$ cat config.mk
export PLATFORM = sky130hd
export DESIGN_NAME = bcs_supervisor
export DESIGN_NICKNAME = d
export VERILOG_FILES = /design/src/hdl/bcs_supervisor.v
export VERILOG_INCLUDE_DIRS = /design/src /design/src/hdl
export SDC_FILE = /design/constraint.sdc
export NUM_CORES = 2
export LEC_CHECK = 0
export ABC_AREA = 1
export BUFFER_PORTS_ARGS = -buffer_cell sky130_fd_sc_hd__buf_4
export CAP_MARGIN = 30
export CORE_MARGIN = 5
export CORE_UTILIZATION = 46
export CTS_CLUSTER_SIZE = 12
export DETAILED_ROUTE_END_ITERATION = 10
export HOLD_SLACK_MARGIN = 0.08
export PLACE_DENSITY = 0.77
export SETUP_SLACK_MARGIN = 0.05
export SYNTH_ARGS = -nofsm -noshare
export SYNTH_HDL_FRONTEND = slang
export SYNTH_SLANG_ARGS = --single-unit
$ cat constraint.sdc
create_clock -name clk_i -period 4.4 [get_ports clk_i]
set_input_delay 0.44 -clock clk_i [delete_from_list [all_inputs] [get_ports clk_i]]
set_output_delay 0.44 -clock clk_i [all_outputs]
set_load 0.02 [all_outputs]
$ cat src/hdl/bcs_regs.vh
`ifndef BCS_REGS_VH
`define BCS_REGS_VH

// ----------------------------------------
// clock and time bases
// ----------------------------------------
`define BCS_CLK_NS        10
`define BCS_US_NS         1000
`define BCS_US_CYCLES     (`BCS_US_NS / `BCS_CLK_NS)
`define BCS_DLY_STEP_US   18'h000fa
`define BCS_OC_RESTART_US 200000

// ----------------------------------------
// soft-start / soft-stop timing fields
// ----------------------------------------
`define BCS_TM_DLY_MSB    15
`define BCS_TM_DLY_LSB    10
`define BCS_TM_STEP_MSB   9
`define BCS_TM_STEP_LSB   0

// ----------------------------------------
// current limit fields and units
// ----------------------------------------
`define BCS_IL_MAX_MSB    5
`define BCS_IL_MAX_LSB    0
`define BCS_IL_WARN_MSB   7
`define BCS_IL_WARN_LSB   6
`define BCS_IL_WARN_UNITS 8'h02

// ----------------------------------------
// switching frequency fields
// ----------------------------------------
`define BCS_SF_OSC_MSB    6
`define BCS_SF_OSC_LSB    4
`define BCS_SF_DIV_MSB    2
`define BCS_SF_DIV_LSB    0
`define BCS_SF_OSC_TOP    5'h0f
`define BCS_SF_CYC_PER    4

// ----------------------------------------
// voltage scaling in 10 mV units, except BCS_OV_HI_CODE, which is a target code
// ----------------------------------------
`define BCS_VT_MULT       10'h005
`define BCS_PG_MULT       10'h002
`define BCS_OV_BASE       10'h00f
`define BCS_OV_STEP       10'h005
`define BCS_OV_HI_CODE    7'h32

// ----------------------------------------
// channel states
// ----------------------------------------
`define BCS_ST_OFF        3'h0
`define BCS_ST_DELAY      3'h1
`define BCS_ST_RAMP       3'h2
`define BCS_ST_ON         3'h3
`define BCS_ST_STOP_DLY   3'h4
`define BCS_ST_STOP_RAMP  3'h5
`define BCS_ST_OV_LATCH   3'h6
`define BCS_ST_OC_WAIT    3'h7

`endif

$ cat src/hdl/bcs_supervisor.v
`timescale 1ns/10ps
`default_nettype none
`include "bcs_regs.vh"

module bcs_supervisor #(
	parameter integer NCH           = 4,
	parameter integer US_CYCLES     = `BCS_US_CYCLES,
	parameter integer OC_RESTART_US = `BCS_OC_RESTART_US
) (
	input  wire              clk_i,
	input  wire              rst_i,
	input  wire [NCH-1:0]    ch_en_i,
	input  wire [NCH*10-1:0] vout_adc_i,
	input  wire [NCH*7-1:0]  isense_adc_i,
	input  wire [NCH*7-1:0]  channel_voltage_target_i,
	input  wire [NCH*2-1:0]  overvoltage_threshold_config_i,
	input  wire [NCH-1:0]    ov_force_low_i,
	input  wire [7:0]        follower_config_low_i,
	input  wire [7:0]        follower_config_high_i,
	input  wire [NCH*8-1:0]  current_limit_config_i,
	input  wire [NCH*16-1:0] soft_start_timing_i,
	input  wire [NCH*16-1:0] soft_stop_timing_i,
	input  wire [NCH*8-1:0]  pgood_upper_bound_i,
	input  wire [NCH*8-1:0]  pgood_lower_bound_i,
	input  wire [NCH*8-1:0]  pgood_delay_i,
	input  wire [7:0]        switching_freq_select_i,
	input  wire [NCH-1:0]    ov_flag_clear_i,
	input  wire [NCH-1:0]    oc_flag_clear_i,
	input  wire [3*NCH-1:0]  indication_route_i,
	output wire [NCH-1:0]    voltage_temp_fault_flags_o,
	output wire [NCH-1:0]    overcurrent_fault_flags_o,
	output wire [NCH-1:0]    overcurrent_warning_flags_o,
	output wire [7:0]        ramp_and_pgood_status_o,
	output wire [NCH-1:0]    pwm_enable_o,
	output wire [NCH-1:0]    low_side_gate_o,
	output wire [NCH*7-1:0]  ramp_ref_o,
	output reg  [2:0]        osc_select_o,
	output reg  [7:0]        pwm_period_o,
	output reg               freq_supported_o,
	output reg               indication_pin_o
);

	// ----------------------------------------
	// microsecond tick
	// ----------------------------------------
	reg  [6:0]     us_cnt_reg;
	reg            us_tick_reg;
	wire [15:0]    fcfg = {follower_config_high_i, follower_config_low_i};
	wire [NCH-1:0] ov_trip;
	wire [NCH-1:0] oc_trip;
	reg  [NCH-1:0] ov_flag_reg;
	reg  [NCH-1:0] oc_flag_reg;
	reg  [NCH-1:0] warn_reg;
	reg  [NCH-1:0] ss_reg;
	reg  [NCH-1:0] pg_reg;
	reg  [NCH-1:0] pwm_reg;
	reg  [NCH-1:0] lsg_reg;

	always @(posedge clk_i or posedge rst_i) begin
		if (rst_i) begin
			us_cnt_reg  <= 7'h00;
			us_tick_reg <= 1'b0;
		end else if (us_cnt_reg == US_CYCLES[6:0] - 7'h01) begin
			us_cnt_reg  <= 7'h00;
			us_tick_reg <= 1'b1;
		end else begin
			us_cnt_reg  <= us_cnt_reg + 7'h01;
			us_tick_reg <= 1'b0;
		end
	end

	assign voltage_temp_fault_flags_o  = ov_flag_reg;
	assign overcurrent_fault_flags_o   = oc_flag_reg;
	assign overcurrent_warning_flags_o = warn_reg;
	assign ramp_and_pgood_status_o     = {pg_reg, ss_reg};
	assign pwm_enable_o                = pwm_reg;
	assign low_side_gate_o             = lsg_reg;

	// ----------------------------------------
	// per-channel supervision
	// ----------------------------------------
	genvar g;
	generate
	for (g = 0; g < NCH; g = g + 1) begin : ch
		reg  [2:0]  st_reg;
		reg  [2:0]  st_next;
		reg  [17:0] tmr_reg;
		reg  [6:0]  ref_reg;
		wire [9:0]  vo   = vout_adc_i[g*10 +: 10];
		wire [6:0]  isn  = isense_adc_i[g*7 +: 7];
		wire [6:0]  tgt  = channel_voltage_target_i[g*7 +: 7];
		wire [1:0]  ovs  = overvoltage_threshold_config_i[g*2 +: 2];
		wire [7:0]  ilim = current_limit_config_i[g*8 +: 8];
		wire [15:0] sst  = soft_start_timing_i[g*16 +: 16];
		wire [15:0] spt  = soft_stop_timing_i[g*16 +: 16];
		wire [9:0]  pgu  = {2'b00, pgood_upper_bound_i[g*8 +: 8]};
		wire [9:0]  pgl  = {2'b00, pgood_lower_bound_i[g*8 +: 8]};
		wire [7:0]  pgd  = pgood_delay_i[g*8 +: 8];
		wire [3:0]  lead = {fcfg[12+g], fcfg[8+g], fcfg[4+g], fcfg[g]};
		// target in 10mV units
		wire [9:0]  vt10 = {3'b000, tgt} * `BCS_VT_MULT;
		wire [9:0]  ofs_lo = `BCS_OV_BASE + {8'h00, ovs} * `BCS_OV_STEP;
		wire [9:0]  ofs  = (tgt > `BCS_OV_HI_CODE) ?
		                   {ofs_lo[8:0], 1'b0} : ofs_lo;
		wire        armed = (st_reg != `BCS_ST_OFF) &&
		                    (st_reg != `BCS_ST_OV_LATCH) &&
		                    ch_en_i[g];
		wire        drive = (st_reg == `BCS_ST_RAMP) ||
		                    (st_reg == `BCS_ST_ON) ||
		                    (st_reg == `BCS_ST_STOP_DLY) ||
		                    (st_reg == `BCS_ST_STOP_RAMP);
		wire [7:0]  imax = {2'b00, ilim[`BCS_IL_MAX_MSB:`BCS_IL_MAX_LSB]};
		wire [7:0]  wofs = ({6'h00, ilim[`BCS_IL_WARN_MSB:`BCS_IL_WARN_LSB]}
		                   + 8'h01) * `BCS_IL_WARN_UNITS;
		wire        warn_now = ({1'b0, isn} + wofs) >= imax;
		wire [17:0] ss_dly = {12'h000, sst[`BCS_TM_DLY_MSB:`BCS_TM_DLY_LSB]}
		                   * `BCS_DLY_STEP_US;
		wire [17:0] sp_dly = {12'h000, spt[`BCS_TM_DLY_MSB:`BCS_TM_DLY_LSB]}
		                   * `BCS_DLY_STEP_US;
		wire [17:0] ss_stp = {8'h00, sst[`BCS_TM_STEP_MSB:`BCS_TM_STEP_LSB]};
		wire [17:0] sp_stp = {8'h00, spt[`BCS_TM_STEP_MSB:`BCS_TM_STEP_LSB]};
		wire [17:0] pg_dly = {10'h000, pgd} * `BCS_DLY_STEP_US;
		wire        in_win = (vo >= pgl * `BCS_PG_MULT) &&
		                     (vo <= pgu * `BCS_PG_MULT);
		wire        ov_kill = ov_trip[g] | (|(ov_trip & lead));
		wire        oc_kill = oc_trip[g] | (|(oc_trip & lead));

		assign ov_trip[g] = armed && (vo > vt10 + ofs);
		assign oc_trip[g] = drive && ({1'b0, isn} > imax);
		assign ramp_ref_o[g*7 +: 7] = ref_reg;

		always @* begin
			st_next = st_reg;
			case (st_reg)
			`BCS_ST_OFF: begin
				if (ch_en_i[g])
					st_next = `BCS_ST_DELAY;
			end
			`BCS_ST_DELAY: begin
				if (!ch_en_i[g])
					st_next = `BCS_ST_OFF;
				else if (tmr_reg >= ss_dly)
					st_next = `BCS_ST_RAMP;
			end
			`BCS_ST_RAMP: begin
				if (!ch_en_i[g])
					st_next = `BCS_ST_STOP_DLY;
				else if (ref_reg >= tgt)
					st_next = `BCS_ST_ON;
			end
			`BCS_ST_ON: begin
				if (!ch_en_i[g])
					st_next = `BCS_ST_STOP_DLY;
			end
			`BCS_ST_STOP_DLY: begin
				if (tmr_reg >= sp_dly)
					st_next = `BCS_ST_STOP_RAMP;
			end
			`BCS_ST_STOP_RAMP: begin
				if (ref_reg == 7'h00)
					st_next = `BCS_ST_OFF;
			end
			`BCS_ST_OV_LATCH: begin
				if (!ch_en_i[g])
					st_next = `BCS_ST_OFF;
			end
			`BCS_ST_OC_WAIT: begin
				if (!ch_en_i[g])
					st_next = `BCS_ST_OFF;
				else if (tmr_reg >= OC_RESTART_US[17:0])
					st_next = `BCS_ST_DELAY;
			end
			default: st_next = `BCS_ST_OFF;
			endcase
			if (ov_kill && st_reg != `BCS_ST_OFF)
				st_next = `BCS_ST_OV_LATCH;
			else if (oc_kill && drive)
				st_next = `BCS_ST_OC_WAIT;
		end

		always @(posedge clk_i or posedge rst_i) begin
			if (rst_i) begin
				st_reg         <= `BCS_ST_OFF;
				tmr_reg        <= 18'h00000;
				ref_reg        <= 7'h00;
				ov_flag_reg[g] <= 1'b0;
				oc_flag_reg[g] <= 1'b0;
				warn_reg[g]    <= 1'b0;
				ss_reg[g]      <= 1'b0;
				pg_reg[g]      <= 1'b0;
				pwm_reg[g]     <= 1'b0;
				lsg_reg[g]     <= 1'b0;
			end else begin
				st_reg <= st_next;
				// timer restarts on every state change
				if (st_next != st_reg)
					tmr_reg <= 18'h00000;
				else if (st_reg == `BCS_ST_RAMP && us_tick_reg &&
				         tmr_reg >= ss_stp) begin
					tmr_reg <= 18'h00000;
					ref_reg <= ref_reg + 7'h01;
				end else if (st_reg == `BCS_ST_STOP_RAMP &&
				             us_tick_reg && tmr_reg >= sp_stp) begin
					tmr_reg <= 18'h00000;
					if (ref_reg != 7'h00)
						ref_reg <= ref_reg - 7'h01;
				end else if (us_tick_reg && tmr_reg != 18'h3ffff)
					tmr_reg <= tmr_reg + 18'h00001;
				if (st_next == `BCS_ST_DELAY || st_next == `BCS_ST_OFF ||
				    st_next == `BCS_ST_OV_LATCH ||
				    st_next == `BCS_ST_OC_WAIT)
					ref_reg <= 7'h00;
				else if (st_next == `BCS_ST_ON && st_reg == `BCS_ST_RAMP)
					ref_reg <= tgt;
				ov_flag_reg[g] <= ov_trip[g] |
				                  (ov_flag_reg[g] & ~ov_flag_clear_i[g]);
				oc_flag_reg[g] <= oc_trip[g] |
				                  (oc_flag_reg[g] & ~oc_flag_clear_i[g]);
				warn_reg[g]    <= drive & warn_now;
				ss_reg[g]      <= (st_next == `BCS_ST_DELAY) ||
				                  (st_next == `BCS_ST_RAMP);
				pg_reg[g]      <= (st_reg == `BCS_ST_ON) &&
				                  (st_next == `BCS_ST_ON) &&
				                  (tmr_reg >= pg_dly) && in_win;
				pwm_reg[g]     <= freq_supported_o &&
				                  ((st_next == `BCS_ST_RAMP) ||
				                   (st_next == `BCS_ST_ON) ||
				                   (st_next == `BCS_ST_STOP_DLY) ||
				                   (st_next == `BCS_ST_STOP_RAMP));
				lsg_reg[g]     <= (st_next == `BCS_ST_OV_LATCH) &&
				                  ov_force_low_i[g];
			end
		end
	end
	endgenerate

	// ----------------------------------------
	// switching frequency decode
	// ----------------------------------------
	wire [2:0] osc_code = switching_freq_select_i[`BCS_SF_OSC_MSB:`BCS_SF_OSC_LSB];
	wire [2:0] div_code = switching_freq_select_i[`BCS_SF_DIV_MSB:`BCS_SF_DIV_LSB];
	// oscillator in 3.2MHz units: 15 down to 8
	wire [4:0] osc_units = `BCS_SF_OSC_TOP - {2'b00, osc_code};
	wire [5:0] lhs       = {osc_units, 1'b0};
	wire [5:0] rhs       = ({3'b000, div_code} + 6'h01) * 6'h03;

	always @(posedge clk_i or posedge rst_i) begin
		if (rst_i) begin
			osc_select_o     <= 3'h0;
			pwm_period_o     <= 8'h00;
			freq_supported_o <= 1'b0;
		end else begin
			osc_select_o     <= osc_code;
			pwm_period_o     <= ({5'h00, div_code} + 8'h01)
			                    << `BCS_SF_CYC_PER;
			freq_supported_o <= (div_code != 3'h0) && (lhs >= rhs);
		end
	end

	// ----------------------------------------
	// indication pin routing
	// ----------------------------------------
	always @(posedge clk_i or posedge rst_i) begin
		if (rst_i)
			indication_pin_o <= 1'b0;
		else
			indication_pin_o <= |({warn_reg, oc_flag_reg, ov_flag_reg} &
			                      indication_route_i);
	end

endmodule
`default_nettype wire

### Yosys cells after proc, flatten, opt, wreduce, memory -nomap -nowiden

Cells that the tools add are included.

* word-level logic and storage cells: 531
* output and inout port bits: 69
* bits in registers: 157
* input port bits: 414

* bitwise logic cells: 45
* $add $sub $neg: 32
* reductions and logical operators: 159
* eq/ne operators: 73
* multipliers: 21
* $lt $le $gt $ge: 53
* mux-type cells: 102

Operators by type and width (count)
* $mux W18: 16
* $mux W7: 29
* $mux W3: 52
* $ge A18 B10 Y1: 8
* $ge A18 B14 Y1: 8
* $mul A6 B7 Y13 const B: 8
* $eq A3 B3 Y1 const B: 32
* $pmux W3 S8: 4
* $logic_and A1 B1 Y1: 73
* $add A18 B1 Y18 const B: 4
* $ge A18 B16 Y1: 4
* $ge A18 B18 Y1 const B: 4
* $ne A18 B18 Y1 const B: 4
* $mul A8 B7 Y15 const B: 4
* $eq A3 B2 Y1 const B: 16
* $reduce_bool A4 Y1: 12
* $add A10 B7 Y10: 4
* $ge A10 B9 Y1: 4
* $gt A10 B10 Y1: 4
* $le A10 B9 Y1: 4
* $logic_or A1 B1 Y1: 40
* $mul A7 B3 Y10 const B: 4
* $add A7 B1 Y7 const B: 5
* $add A7 B4 Y8: 4
* 30 further kinds: 138

### Depth between registers and ports, before layout

* depth in word-level cells: 17
* gate-level depth with buffers: 36
* depth with buffers taken out: 36

### Worst setup path before layout

No wires, ideal clock.

* path kind: in2reg
* from: in pgood_delay_i[24]
* to: reg pg_reg[3] (netlist: ramp_and_pgood_status_o[7])
* path buffers: 0
* path slack: -961 ps
* stages: 24
* library setup time: 88 ps
* data arrival time: 5273 ps
* data required time: 4312 ps
* path through: fa_1 -> inv_1 -> fa_1 -> fa_1 -> inv_1 -> fa_1 -> ha_1 -> nand2_1 -> o21ai_0 -> a21oi_1 -> o21bai_1 -> a21oi_1 -> o21ai_0 -> nand2_1 -> nand2_1 -> a21oi_1 -> xor2_1 -> ha_1 -> nand2_1 -> nor4_1 -> nand3_1 -> o2111ai_1 -> nand3_1 -> nor3b_1

* word-level cells in the longest chain between the ends: 4

Ends and longest elaborated chain
* start: declaration: RTL line bcs_supervisor.v:25 `input wire [NCH*8-1:0] pgood_delay_i,`
* $mul A8 B7 Y15 (no source line)
* $ge A18 B16 Y1: RTL line bcs_supervisor.v:224 `(tmr_reg >= pg_dly) && in_win;`
* $logic_and A1 B1 Y1 (2 in a row): RTL line bcs_supervisor.v:222 `` pg_reg[g] <= (st_reg == `BCS_ST_ON) && ``
* end signal: indexed assignment: RTL line bcs_supervisor.v:222
* end: declaration: RTL line bcs_supervisor.v:55 `reg [NCH-1:0] pg_reg;`

No other way between the ends.
A chain may end at the register's enable or synchronous reset.

### Worst setup path after layout

* from: in soft_stop_timing_i[42]
* to: reg ch[2].ref_reg[2]

* word-level cells in the longest chain between the ends: 12
* elaborated cells between the ends (all ways): 22
* classes of those cells: mul (1); order compare (1); eq/ne (6); mux (6); reduce/logical (8)

Ends and longest elaborated chain
* start: declaration: RTL line bcs_supervisor.v:22 `input wire [NCH*16-1:0] soft_stop_timing_i,`
* $mul A6 B7 Y13 (no source line) *
* $ge A18 B14 Y1 *: RTL line bcs_supervisor.v:156 `if (tmr_reg >= sp_dly)`
* $mux W3 *: RTL line bcs_supervisor.v:156
* $pmux W3 S8 *: RTL line bcs_supervisor.v:134 `case (st_reg)`
* $mux W3 *: RTL line bcs_supervisor.v:177 `else if (oc_kill && drive)`
* $mux W3 *: RTL line bcs_supervisor.v:175 `` if (ov_kill && st_reg != `BCS_ST_OFF) ``
* $eq A3 B1 Y1 (no source line) / $logic_not A3 Y1 (equally long branches)
* $logic_or A1 B1 Y1 (no source line) (3 in a row)
* $ne A3 B1 Y1 (no source line) / $reduce_bool A4 Y1 (equally long branches)
* $reduce_and A3 Y1 (no source line)
* end signal: assignment: RTL line bcs_supervisor.v:201 `ref_reg <= ref_reg + 7'h01;`
* end signal: assignment: RTL line bcs_supervisor.v:206 `ref_reg <= ref_reg - 7'h01;`
* end signal: assignment: RTL line bcs_supervisor.v:214 `ref_reg <= tgt;`
* end: declaration: RTL line bcs_supervisor.v:88 `reg [6:0] ref_reg;`

Every way passes the cells marked *; elsewhere a longest branch is shown, timed or not.

==> impl_results.md <==
* Ranking of synthesized cells by area: ha_1 31%, fa_1 12%, dfrtp_1 11%
* Hold Crit Class: input pin to flip-flop
* Cell at the slowest stage of the critical path: fa_2
* Outcome: finished, violations left
* Number of buffers added on ports at 472
* GR peak layer: met2
* Clock Latency Late Sink at 490 ps
* Layout cell share with drive strength beyond 1 at 0.2923
* DRC Markers at 0
* Filler instances at 6292
* Final Util at 0.6364
* Unrepaired setup endpoints after global routing: yes
* Top_reg_cell synth: dfrtp_1
* Crit start category: input pin
* Largest stage delay, worst path at 600 ps
* Switching Share at 0.4966
* Compound-gate portion of the synthesized area at 0.09359
* R2r startpoint: ch[1].tmr_reg[0]
* CP arrival at 5590 ps
* Fin crit share at 1.184
* Max-capacitance violation count at 0
* Crit Path Max Fanout at 5
* Pin count of the biggest net entering global routing at 92
* Worst Hold End: voltage_temp_fault_flags_o[3]
* Fmax at 0.1920 GHz
* XOR/XNOR share of the synthesized area at 0.05580
* Crit. End Element: flip-flop
* Final worst slack at -809.5 ps
* Sink Count at 157
* Initial cell density of the core at 0.4647
* Final Hold Viols at 0
* Post-Place Cells at 6770
* R2R depth at 20
* Cell Area, Placed at 0.04548 sq mm
* M3 GR Usage at 0.05246
* Final instance area at 0.04938 sq mm
* CTS tree: done
* Int Power at 12.60 mW
* Count of state elements after synthesis at 157
* Dpl ws at -1479 ps
* Power Dens Cells at 507.0 mW/mm^2
* Most used cell, CP: nand2_1
* Row cnt at 102
* Clock skew at 14.16 ps
* Clock network power share at 0.062
* Final min period at 5209 ps
* Largest family of logic cells by synthesized area: adder cells
* YS warnings at 0
* Register-to-Register Setup Slack at 450 ps
* Syn Inst Count at 4741
* Combinational share of power at 0.851
* Simple-gate share of the synthesized area at 0.2066
* GR Layer Usage met2 at 0.4743
* Synthesized cell area at 0.03606 sq mm
* DR vias at 36290
* Failing checks: negative setup slack
* Starting DRC count in detailed routing at 2107
* All-Layer GR Usage at 0.2676
* Final setup fails at 122
* Die X at 290.0 um
* Adder-Cell Fraction of Synth Area at 0.4284
* Multi-input gate area at 0.03087 sq mm
* GRT overflow at 0
* Io pins at 483
* CTS buffer count at 17
* Sequential power share at 0.087
* First-pass GRT wire length at 186100 um
* Met1 Use GR at 0.3200
* Slew @ Worst Pin at 950.2 ps
* Mux share of post-synthesis cell area at 0.003470
* Post-synth EDFFs at 0
* Gpl congestion at 0.9578
* Die height at 290.0 um
* CP required at 4780 ps
* Sequential share of the synthesized area at 0.1090
* CTS Root Buffer Type: clkbuf_16
* Synth unique cells at 65
* P_sw at 12.43 mW
* P&R area growth vs syn at 36.96%
* FFs w/ async S/R, synth at 1.000
* Reg2reg end: ch[1].ref_reg[6]
* DR vias/cell at 5.233
* Core area at 0.07759 sq mm
* Antenna-violating nets left at 0
* Wire per inst at 17.01 um
* Reg clk slew, reported paths at 80 ps
* Initial antenna violation count at 23
* Commonest cells after routing, fill and taps aside: 1030 x buf_4, 895 x inv_1, 838 x ha_1
* Share of the synthesized area in the top cell type at 0.3085
* DP HPWL at 95910 um
* Post-layout nets at 7387
* Commonest non-fill, non-tap cell in the layout: buf_4
* Seq. cell area at 0.003929 sq mm
* Hold_sp: ov_flag_clear_i[3]
* Vias in the first global route at 37420
* H-tree levels at 4
* TritonRoute pass-1 iters at 5
* Final wirelength at 118000 um
* Max FFs per register at 72
* Die area at 0.08408 sq mm
* Critical Path Start: soft_stop_timing_i[42]
* VDD IR-drop max at 371.0 uV
* Leak Pwr at 26.84 nW
* Slew HR at 0.3623
* Worst Hold Path Cells at 2
* Mean Syn Cell Area at 7.605 sq um
* Maximum clock path buffer count at 2
* Synth area leader: ha_1
* Crit Path Class: input pin to flip-flop
* Fin cells at 6936
* Max-slew violation count at 0
==> worst max-delay path by stage <==
stage	slack [ps]	to
2_1_floorplan	-710	ramp_and_pgood_status_o[7]
3_3_place_gp	-1530	ramp_and_pgood_status_o[5]
3_5_place_dp	-1480	ramp_and_pgood_status_o[7]
4_1_cts	-590	ramp_and_pgood_status_o[7]
5_1_grt	-1040	ch[2].ref_reg[2]
6_report	-810	ch[2].ref_reg[2]
==> critical path, delay by kind of cell <==
family / cells / cell delay (ps)
fa+ha+maj: 5 / 2060
simple gates: 19 / 1900
buf+inv: 7 / 600
compound gates: 3 / 430
xor+xnor: 1 / 150
==> through the flow <==
step / TNS [ps] / hold WS [ps] / power, mW
after CTS: -46630 / 91.09 / 23.50
after global placement: -118870 / 452.7 / 18.48
after detailed placement: -132620 / 461.8 / 18.97
after floorplan: -46080 / 432.9 / 12.88
final: -67650 / 119.8 / 25.04
after global routing: -95310 / 109.1 / 27.22
==> kinds of logic after synthesis <==
| family | after synthesis |
|---|---|
| flops | 157 |
| mux | 12 |
| buf+inv | 974 |
| xor+xnor | 228 |
| other cells | 1 |
| fa+ha+maj | 1105 |
| compound gates | 591 |
| simple gates | 1673 |
==> synth_stat cells (6+ instances only) <==
cell       instances
nor4_1            20
mux2i_1            8
a21o_1            15
nor3_2             7
xor2_1           135
dfrtp_1          157
nor2_1           367
nand3b_1          11
nand2_1          798
nor2_2            29
o2111ai_1         10
o21ai_0          140
nor3_1            47
o211ai_1          17
nand3_2            9
nand4_1           83
nand3_1          242
buf_4              8
a31oi_1            6
and3_1             7
a211oi_1           8
xnor2_1           91
inv_2             20
a21oi_1          306
o21a_1            17
fa_1             216
a22o_1             7
o21bai_1          21
inv_1            932
a21oi_2           13
nor3b_1            7
nand2_2           15
ha_1             889
==> power by group through the flow <==
stage	Clock (mW)	Sequential (mW)	Combinational, mW
after global placement	0	2.17	16.3
after CTS	1.57	2.17	19.8
after global routing	1.63	2.22	23.4
after floorplan	0	2.22	10.7
final	1.55	2.19	21.3
after detailed placement	0	2.18	16.8
==> timing repair <==
action | in CTS | in global routing
buffers inserted | 82 | 50
gates cloned | 8 | 0
hold buffers | 4 | 1
setup endpoints to repair | 123 | 128
endpoints found under the hold margin | 4 | 37
pin swaps | 264 | 218
resized for setup | 356 | 221
==> metal layers <==
layer,vias up,routed length [um]
met4,18,4832
li1,17750,-
met2,1117,58350
met1,17110,47000
met5,-,108
met3,304,7659
==> final cells by class <==
class,instances,share of cell area
Antenna cell,15,0.0007601
Clock buffer,20,0.009450
Clock inverter,12,0.002280
Inverter,955,0.07393
Multi-Input combinational cell,3613,0.6252
Sequential cell,157,0.07956
Tap cell,1040,0.02635
Timing Repair Buffer,1124,0.1825
Power figures use the tool's default switching activity.
